<file path="src/rtl/aodp_pkg.sv">
// constants and types of the converter output processing block
package aodp_pkg;
   localparam int DW = 11;
   // register indices
   localparam logic [3:0] REG_CTRL  = 4'h0;
   localparam logic [3:0] REG_PROC  = 4'h1;
   localparam logic [3:0] REG_DRIVE = 4'h2;
   localparam logic [3:0] REG_STAT  = 4'h3;
   localparam logic [3:0] REG_OFS_A = 4'h4;
   localparam logic [3:0] REG_OFS_B = 4'h5;
   // control fields
   localparam int CTRL_TWOS = 0;
   localparam int CTRL_LVDS = 1;
   localparam int CTRL_LLAT = 2;
   localparam int CTRL_NSM  = 3;
   localparam int CTRL_PDN  = 4;
   localparam int PROC_GAIN = 0;
   localparam int PROC_TC   = 4;
   localparam int PROC_DCEN = 7;
   localparam int PROC_FRZ  = 8;
   localparam int DRV_CUR   = 0;
   localparam int DRV_DBL   = 2;
   localparam int DRV_ODT   = 3;
   // write masks and reset values
   localparam logic [15:0] CTRL_MASK  = 16'h007F;
   localparam logic [15:0] PROC_MASK  = 16'h01FF;
   localparam logic [15:0] DRIVE_MASK = 16'h003F;
   localparam logic [15:0] CTRL_RST   = 16'h0000;
   localparam logic [15:0] PROC_RST   = 16'h0000;
   localparam logic [15:0] DRIVE_RST  = 16'h0000;
   // modes and codes
   localparam logic [2:0]  PDN_MUX     = 3'h7;
   localparam int          LAT_NORM    = 14;
   localparam int          LAT_LOW     = 10;
   localparam logic [3:0]  GAIN_MAXC   = 4'hA;
   localparam logic [13:0] GAIN_ONE    = 14'h1000;
   localparam int          GAIN_FRAC   = 12;
   localparam logic [11:0] OFS_LIM_DEF = 12'h00A;
   localparam logic signed [11:0] OB_MID  = 12'sh400;
   localparam logic signed [12:0] SAT_POS = 13'sh03FF;
   localparam logic signed [12:0] SAT_NEG = 13'sh1C00;
   localparam logic [5:0]  TC_DEF_SH   = 6'h1B;
   typedef enum logic [1:0] {
      CUR_3P5  = 2'b00,
      CUR_2P5  = 2'b01,
      CUR_4P5  = 2'b10,
      CUR_1P75 = 2'b11
   } aodp_cur_e;
   typedef struct packed {
      logic          ovr_pos;
      logic          ovr_neg;
      logic [DW-1:0] code;
   } aodp_smp_s;
endpackage

</file>
<file path="src/rtl/aodp_top.sv">
// output formatting, correction, latency and multiplex logic of the converter
// Notes on behaviour
// RULE_01 - format twos or offset binary, reg or strap
// RULE_02 - positive overdrive gives 0x7FF or 0x3FF
// RULE_03 - negative overdrive gives 0x000 or 0x400
// RULE_04 - multiplexed mode only with cmos interface
// RULE_05 - mux interleaves on bus b, a floats
// RULE_06 - system keeps mux mode below 65 msps
// RULE_07 - mux chosen by mode field or straps
// RULE_08 - field 111 or all straps high
// RULE_09 - latency 14 cycles, low latency 10
// RULE_10 - low latency bypasses whole processing chain
// RULE_11 - noise shaping mode bypasses filter stage; the code only reports filt_bypass in the status register, data path unchanged
// RULE_12 - offset loop estimates and subtracts per channel
// RULE_13 - time constant from three bit field
// RULE_14 - freeze holds last offset estimate
// RULE_15 - offset correction off after reset
// RULE_16 - fine gain 0.05 db steps to 0.5
// RULE_17 - one gain for both channels, positive
// RULE_18 - drive current select and current double
// RULE_19 - three termination resistors, any subset
// RULE_20 - corrected result saturates, never wraps
// RULE_21 - unused gain codes mean no gain
//
// Added by the designer: the address map and the address-and-strobe port.
`timescale 1ns/1ps
module aodp_top
   import aodp_pkg::*;
#(
   parameter int          LAT_N   = LAT_NORM,
   parameter int          LAT_L   = LAT_LOW,
   parameter logic [11:0] OFS_LIM = OFS_LIM_DEF
)
(
   input  wire logic            core_clk,
   input  wire logic            resetn,
   input  wire logic [3:0]      reg_addr,
   input  wire logic [15:0]     reg_wdata,
   input  wire logic            reg_wr,
   input  wire logic            reg_rd,
   output logic      [15:0]     reg_rdata,
   input  wire logic            sample_clk,
   input  wire aodp_smp_s       conv_a,
   input  wire aodp_smp_s       conv_b,
   input  wire logic            parallel_cfg_pin,
   input  wire logic            parallel_strap_pin,
   input  wire logic [2:0]      mode_strap_pins,
   output logic      [DW-1:0]   chan_a_out_bus,
   output logic                 chan_a_oe,
   output logic      [DW-1:0]   chan_b_out_bus,
   output logic                 chan_b_oe,
   output logic                 out_stb,
   output logic                 lvds_if_sel,
   output aodp_cur_e            lvds_cur_sel,
   output logic                 cur_double,
   output logic      [2:0]      odt_en
);

   logic [1:0]        lk_sync;
   logic              lk_prev;
   aodp_smp_s         smp_m [2];
   aodp_smp_s         smp_q [2];
   logic [4:0]        strap_m;
   logic [4:0]        strap_q;
   logic [15:0]       ctrl;
   logic [15:0]       proc_r;
   logic [15:0]       drive;
   logic [15:0]       next_ctrl;
   logic [15:0]       next_proc_r;
   logic [15:0]       next_drive;
   logic [15:0]       next_rdata;
   logic signed [41:0] acc [2];
   logic signed [41:0] next_acc [2];
   logic signed [11:0] est [2];
   logic [DW-1:0]     pipe_n [2][LAT_N];
   logic [DW-1:0]     pipe_l [2][LAT_L];
   logic [DW-1:0]     next_pipe_n [2][LAT_N];
   logic [DW-1:0]     next_pipe_l [2][LAT_L];
   logic [DW-1:0]     hold_b;
   logic [DW-1:0]     next_hold_b;
   logic [DW-1:0]     next_out_a;
   logic [DW-1:0]     next_out_b;
   logic              next_oe_a;
   logic              next_oe_b;
   logic              next_stb;
   logic              rise;
   logic              fall;
   logic              fmt_twos;
   logic              mux_req;
   logic              mux_on;
   logic              low_lat;
   logic              filt_bypass;
   logic              dc_en;
   logic              frz;
   logic [5:0]        tc_sh;
   logic [13:0]       gain;

   // offset loop time constant as a shift
   function automatic logic [5:0] tc_shift(input logic [2:0] sel);
      case (sel)
         3'h1:    tc_shift = 6'h1A;
         3'h2:    tc_shift = 6'h19;
         3'h3:    tc_shift = 6'h18;
         3'h4:    tc_shift = 6'h1C;
         3'h5:    tc_shift = 6'h1D;
         default: tc_shift = TC_DEF_SH;
      endcase
   endfunction

   // fine gain multiplier, 12 fraction bits
   function automatic logic [13:0] gain_q12(input logic [3:0] c);
      case (c)
         4'h1:    gain_q12 = 14'h1018;
         4'h2:    gain_q12 = 14'h102F;
         4'h3:    gain_q12 = 14'h1047;
         4'h4:    gain_q12 = 14'h105F;
         4'h5:    gain_q12 = 14'h1078;
         4'h6:    gain_q12 = 14'h1090;
         4'h7:    gain_q12 = 14'h10A8;
         4'h8:    gain_q12 = 14'h10C1;
         4'h9:    gain_q12 = 14'h10DA;
         4'hA:    gain_q12 = 14'h10F3;
         default: gain_q12 = GAIN_ONE;
      endcase
   endfunction

   // clip to code range and encode
   function automatic logic [DW-1:0] fmt_word(input logic signed [12:0] v,
                                               input logic twos,
                                               input logic pos,
                                               input logic neg);
      logic signed [12:0] t;
      t = v;
      // RULE_02 positive overdrive code
      if (pos || (t > SAT_POS))
         t = SAT_POS;
      // RULE_03 negative overdrive code
      else if (neg || (t < SAT_NEG))
         t = SAT_NEG;
      // RULE_01 output code format
      fmt_word = twos ? t[DW-1:0] : {~t[DW-1], t[DW-2:0]};
   endfunction

   // synchronisers and link clock edges
   always_ff @(posedge core_clk)
   begin
      if (!resetn)
      begin
         lk_sync <= 2'h0;
         lk_prev <= 1'b0;
         smp_m   <= '{default: '0};
         smp_q   <= '{default: '0};
         strap_m <= 5'h00;
         strap_q <= 5'h00;
      end
      else
      begin
         lk_sync <= {lk_sync[0], sample_clk};
         lk_prev <= lk_sync[1];
         smp_m   <= '{conv_a, conv_b};
         smp_q   <= smp_m;
         strap_m <= {parallel_cfg_pin, parallel_strap_pin, mode_strap_pins};
         strap_q <= strap_m;
      end
   end

   // register writes and read data
   always_comb
   begin
      next_ctrl   = ctrl;
      next_proc_r = proc_r;
      next_drive  = drive;
      if (reg_wr && (reg_addr == REG_CTRL))
         next_ctrl = reg_wdata & CTRL_MASK;
      if (reg_wr && (reg_addr == REG_PROC))
         next_proc_r = reg_wdata & PROC_MASK;
      if (reg_wr && (reg_addr == REG_DRIVE))
         next_drive = reg_wdata & DRIVE_MASK;
      next_rdata = 16'h0000;
      if (reg_rd)
      begin
         case (reg_addr)
            REG_CTRL:  next_rdata = ctrl;
            REG_PROC:  next_rdata = proc_r;
            REG_DRIVE: next_rdata = drive;
            REG_STAT:  next_rdata = {12'h000, filt_bypass, low_lat, mux_on, fmt_twos};
            REG_OFS_A: next_rdata = {{4{est[0][11]}}, est[0]};
            REG_OFS_B: next_rdata = {{4{est[1][11]}}, est[1]};
            default:   next_rdata = 16'h0000;
         endcase
      end
   end

   always_ff @(posedge core_clk)
   begin
      if (!resetn)
      begin
         ctrl      <= CTRL_RST;
         // RULE_15 correction off at reset
         proc_r    <= PROC_RST;
         drive     <= DRIVE_RST;
         reg_rdata <= 16'h0000;
      end
      else
      begin
         ctrl      <= next_ctrl;
         proc_r    <= next_proc_r;
         drive     <= next_drive;
         reg_rdata <= next_rdata;
      end
   end

   // effective modes
   always_comb
   begin
      rise     = lk_sync[1] & ~lk_prev;
      fall     = ~lk_sync[1] & lk_prev;
      fmt_twos = strap_q[4] ? strap_q[3] : ctrl[CTRL_TWOS];
      // RULE_07 RULE_08 mux select decode
      mux_req  = strap_q[4] ? (&strap_q[2:0]) : (ctrl[CTRL_PDN +: 3] == PDN_MUX);
      // RULE_04 cmos interface only
      mux_on   = mux_req & ~ctrl[CTRL_LVDS];
      low_lat  = ctrl[CTRL_LLAT];
      // RULE_11 filter bypass flag, read back in status only
      filt_bypass = ctrl[CTRL_NSM] | low_lat;
      dc_en    = proc_r[PROC_DCEN];
      frz      = proc_r[PROC_FRZ];
      // RULE_13 time constant select
      tc_sh    = tc_shift(proc_r[PROC_TC +: 3]);
      // RULE_17 RULE_21 shared gain, unused codes unity
      gain     = (proc_r[PROC_GAIN +: 4] > GAIN_MAXC) ? GAIN_ONE :
                 gain_q12(proc_r[PROC_GAIN +: 4]);
   end

   // datapath, offset loop, latency pipes and output pins
   always_comb
   begin
      logic signed [11:0] s12;
      logic signed [41:0] er;
      logic signed [41:0] lim;
      logic signed [12:0] corr;
      logic signed [26:0] prod;
      logic [DW-1:0]      wp [2];
      logic [DW-1:0]      wl [2];
      logic [DW-1:0]      sel [2];
      s12  = 12'sh000;
      er   = 42'sh0;
      lim  = $signed({30'h0, OFS_LIM});
      corr = 13'sh0;
      prod = 27'sh0;
      wp   = '{default: '0};
      wl   = '{default: '0};
      sel  = '{default: '0};
      next_pipe_n = pipe_n;
      next_pipe_l = pipe_l;
      for (int ch = 0; ch < 2; ch++)
      begin
         s12 = $signed({1'b0, smp_q[ch].code}) - OB_MID;
         // RULE_12 clamped offset estimate
         er  = acc[ch] >>> tc_sh;
         if (er > lim)
            est[ch] = lim[11:0];
         else if (er < -lim)
            est[ch] = 12'(-lim);
         else
            est[ch] = er[11:0];
         next_acc[ch] = acc[ch];
         if (!dc_en)
            next_acc[ch] = 42'sh0;
         // RULE_14 freeze holds estimate
         else if (rise && !frz)
            next_acc[ch] = acc[ch] + 42'(s12) - 42'(est[ch]);
         corr = dc_en ? (13'(s12) - 13'(est[ch])) : 13'(s12);
         // RULE_16 fine gain multiply
         prod = corr * $signed({1'b0, gain});
         // RULE_20 saturate corrected value
         wp[ch] = fmt_word(prod[24:GAIN_FRAC], fmt_twos,
                           smp_q[ch].ovr_pos, smp_q[ch].ovr_neg);
         wl[ch] = fmt_word(13'(s12), fmt_twos, smp_q[ch].ovr_pos, smp_q[ch].ovr_neg);
         // RULE_09 sample latency pipes
         if (rise)
         begin
            for (int i = LAT_N - 1; i > 0; i--)
               next_pipe_n[ch][i] = pipe_n[ch][i-1];
            for (int i = LAT_L - 1; i > 0; i--)
               next_pipe_l[ch][i] = pipe_l[ch][i-1];
            next_pipe_n[ch][0] = wp[ch];
            next_pipe_l[ch][0] = wl[ch];
         end
         // RULE_10 low latency skips processing
         sel[ch] = low_lat ? pipe_l[ch][LAT_L-1] : pipe_n[ch][LAT_N-1];
      end
      next_out_a  = chan_a_out_bus;
      next_out_b  = chan_b_out_bus;
      next_hold_b = hold_b;
      next_stb    = 1'b0;
      // RULE_05 interleave on bus b, bus a off
      next_oe_a   = ~mux_on;
      next_oe_b   = 1'b1;
      if (rise)
      begin
         next_stb = 1'b1;
         if (mux_on)
         begin
            next_out_b  = sel[0];
            next_hold_b = sel[1];
         end
         else
         begin
            next_out_a = sel[0];
            next_out_b = sel[1];
         end
      end
      else if (fall && mux_on)
      begin
         next_stb   = 1'b1;
         next_out_b = hold_b;
      end
   end

   always_ff @(posedge core_clk)
   begin
      if (!resetn)
      begin
         acc            <= '{default: '0};
         pipe_n         <= '{default: '0};
         pipe_l         <= '{default: '0};
         hold_b         <= '0;
         chan_a_out_bus <= '0;
         chan_b_out_bus <= '0;
         chan_a_oe      <= 1'b0;
         chan_b_oe      <= 1'b0;
         out_stb        <= 1'b0;
      end
      else
      begin
         acc            <= next_acc;
         pipe_n         <= next_pipe_n;
         pipe_l         <= next_pipe_l;
         hold_b         <= next_hold_b;
         chan_a_out_bus <= next_out_a;
         chan_b_out_bus <= next_out_b;
         chan_a_oe      <= next_oe_a;
         chan_b_oe      <= next_oe_b;
         out_stb        <= next_stb;
      end
   end

   // buffer drive settings
   always_ff @(posedge core_clk)
   begin
      if (!resetn)
      begin
         lvds_if_sel  <= 1'b0;
         lvds_cur_sel <= CUR_3P5;
         cur_double   <= 1'b0;
         odt_en       <= 3'h0;
      end
      else
      begin
         lvds_if_sel  <= ctrl[CTRL_LVDS];
         // RULE_18 drive current and doubling
         lvds_cur_sel <= aodp_cur_e'(drive[DRV_CUR +: 2]);
         cur_double   <= drive[DRV_DBL];
         // RULE_19 termination subset
         odt_en       <= drive[DRV_ODT +: 3];
      end
   end

endmodule

</file>
<file path="config.mk">
export PLATFORM = sky130hd
export DESIGN_NAME = aodp_top
export DESIGN_NICKNAME = d
export VERILOG_FILES = /design/src/rtl/aodp_pkg.sv /design/src/rtl/aodp_top.sv
export SDC_FILE = /design/constraint.sdc
export NUM_CORES = 2
export LEC_CHECK = 0
export BUFFER_PORTS_ARGS = -buffer_cell sky130_fd_sc_hd__buf_2
export CAP_MARGIN = 40
export CORE_MARGIN = 1.5
export CORE_UTILIZATION = 58
export DETAILED_ROUTE_END_ITERATION = 16
export PLACE_DENSITY = 0.78
export SLEW_MARGIN = 20
export SYNTH_ARGS = -nofsm -noshare
export SYNTH_HDL_FRONTEND = slang
export SYNTH_SLANG_ARGS = --single-unit
</file>
<file path="constraint.sdc">
create_clock -name core_clk -period 35.2 [get_ports core_clk]
set_input_delay 1.76 -clock core_clk [delete_from_list [all_inputs] [get_ports core_clk]]
set_output_delay 1.76 -clock core_clk [all_outputs]
set_load 0.01 [all_outputs]
</file>
==> out/results.ini <==
[run_status]
outcome=completed

[place]
port_buffers=96
place_ws_ns=20.59
gp_congestion=0.8999
dp_hpwl_um=69050

[clock_tree]
clk_path_buf_depth=3
postCtsHoldBufs=0
post_cts_buffers=0
worstSkewPairLatency_ns=0.65
cts_root_buf=clkbuf_16
htreeDepth=3
cts_resized=0
cts_tree=yes
clk_pin_slew_ns=0.06
numCtsBuffers=80
clock-sinks=762

[synth]
synth_common_cells=1317 x nand2_1, 762 x dfxtp_1, 534 x inv_1
avgSynthCellArea_um2=8.416
ys_seq_area_frac=0.3367
syn_area_um2=45300
synthCells=5383
yosysTopAreaCellShare=0.3367
async_reset_ff_frac=0
netlist.top_cell.by_area=dfxtp_1
synth_ff_type=dfxtp_1
synth_cell_types=90
yosysMostFrequentCell=nand2_1
synth_edf_count=0
syn_nets=5974
synth_seq_cells=762
yosys_warnings=0
yosys-top-cells-area=dfxtp_1 34%, nand2_1 11%, fa_1 10%, ha_1 8.4%, a21boi_0 8.2%

[layout]
layout.nets=5906
areaGrowthSynthToFinish_pct=9.302
nFillCells=6471
drive_gt1_frac=0.06791
antennaDiodeCount=0

[global_routing]
grt_pass1_vias=33835
grt-ovfl-total=0
grt_start_max_net_pins=110
grt_pass1_wl_um=164900
antenna_found_initial=3
grt_usage=0.2505

[worst_setup_path]
r2r-end=pipe_n[153]$_SDFFE_PN0P_
crit_arrival_ns=15.42
setup.worst_path.start_class=flop
cp_slowest_stage_delay_ns=0.82
crit_family=compound AO/OA/AOI/OAI gates
cp_max_fo=22
r2r_cells=48
worstSetupEndpointType=flop
r2r_start=proc_r[5]$_SDFFE_PN0P_
critical_path_class=reg2reg
required_ns=35.69
path_buf_inv=6
critPathSlowestCell=ha_1
cp_common_cell=fa_1
r2r_setup_slack_ns=20.27

[floorplan]
dieHeight_um=282.5
io_pins=104
dieArea_um2=79790
initial_utilization=0.5857
num_rows=102
die_w_um=282.5
core_um2=77340

[sta]
max_freq_mhz=66.98
rsz0062_at_grt=false
finalCritPeriodShare=0.4241
finalClockSkew_ns=0.02246
setup_slack_ns=20.27
max_slew_margin=0.4140
hold_viol=0
finalSetupViolCount=0
period_minus_slack_ns=14.93
setup_tns_ns=0
slew_violations=0
tightest_slew_ns=0.8791

[power]
ir_drop_uv=43.29
leakage_nw=20.88
total_power_mw=2.074
pwr_density_cell_nw_per_um2=41.88

[detailed_routing]
drtIter0Drc=2702
vias_per_cell=5.497
vias=35264
drc=0
wire_per_inst_um=15.39
totalWireLength_um=98700
dr.pass1.iters=6
postRouteAntennaNets=0

[worst_hold_path]
hold_end=smp_q[3]$_SDFF_PN0_
hold_class=reg2reg
min_path_cells=1
holdCritStartpoint=smp_m[3]$_SDFF_PN0_

[run]
max-cap-violations=0

[worst max-delay path by stage]
stage | depth (start not counted) | from | endpoint | slack (ns)
3_5_place_dp | 48 | proc_r[5]$_SDFFE_PN0P_ | pipe_n[153]$_SDFFE_PN0P_ | 20.59
4_1_cts | 48 | proc_r[5]$_SDFFE_PN0P_ | pipe_n[153]$_SDFFE_PN0P_ | 20.53
5_1_grt | 48 | proc_r[5]$_SDFFE_PN0P_ | pipe_n[153]$_SDFFE_PN0P_ | 19.46
6_report | 48 | proc_r[5]$_SDFFE_PN0P_ | pipe_n[153]$_SDFFE_PN0P_ | 20.27
2_1_floorplan | 54 | proc_r[5]$_SDFFE_PN0P_ | pipe_n[143]$_SDFFE_PN0P_ | 22.65
3_3_place_gp | 48 | proc_r[5]$_SDFFE_PN0P_ | pipe_n[153]$_SDFFE_PN0P_ | 20.89
[flip-flops by register name, summed over array words and instances, names as in the netlist, 2 cells and up, named ones only]
signal,flops
acc,84
chan_a_out_bus,11
chan_b_out_bus,11
ctrl,7
drive,6
hold_b,11
lk_sync,2
lvds_cur_sel,2
odt_en,3
pipe_l,220
pipe_n,308
proc_r,9
reg_rdata,12
smp_m,26
smp_q,26
strap_m,5
strap_q,5
[per-stage QoR]
step	cells	cell area (um^2)	hold WS, ns	utilization
after floorplan	5383	45300	0.4119	-
after global placement	6248	46250	0.4143	0.5980
after detailed placement	6264	46570	0.4177	0.6022
after CTS	6406	49360	0.4334	0.6382
after global routing	6415	49520	0.4405	0.6402
final	6415	49520	0.4309	0.6402
[layout make-up]
type | count | area, um^2 | share of cell area
clock buffer | 107 | 2233 | 0.04511
tap | 1040 | 1301 | 0.02628
clock inverter | 35 | 555.5 | 0.01122
multi-input combinational | 3773 | 26870 | 0.5426
sequential | 762 | 15260 | 0.3082
inverter | 535 | 2008 | 0.04056
timing repair buffer | 163 | 1286 | 0.02598
[layer usage]
metal  up-vias  GRT usage  wire length [um]
met5         -          0                 7
met4         2    0.07130              2288
met3       148    0.04345              5840
met2       779     0.4011             44180
met1     16845     0.3474             46380
li1      17490          -                 -
[worst reg2reg max path: cells and delay by family (launching register included)]
kind	cells	cell delay, ns
compound gates	22	5.67
flops	1	0.77
mux	1	0.57
simple gates	9	2.23
fa+ha+maj	9	4.51
xor+xnor	1	0.20
buf+inv	6	0.81
[cells by family (layout without fill, tap and decap cells)]
group           Yosys count  after routing  share of synthesized area
xor+xnor                110            110                    0.02127
fa+ha+maj               536            536                     0.1863
mux                     109            109                    0.03063
buf+inv                 848            840                    0.07104
compound gates         1171           1171                     0.1819
flops                   762            762                     0.3367
simple gates           1847           1847                     0.1722
[power by group]
part           switching, mW  internal [mW]
sequential           0.00715          0.871
clock                  0.364          0.519
combinational          0.182          0.130
[cell usage in the layout, fill, tap and decap left out, types with 72 or more instances in the layout]
master,n
xnor2_1,82
a21o_1,72
nand2_1,1316
a21boi_0,493
a21oi_1,210
clkbuf_16,80
and2_1,100
inv_1,534
dfxtp_1,756
ha_1,304
fa_1,231
nor2_1,189
o21ai_0,111
buf_2,95
mux2i_1,81
Note: power is estimated with default switching activity, not from simulation.
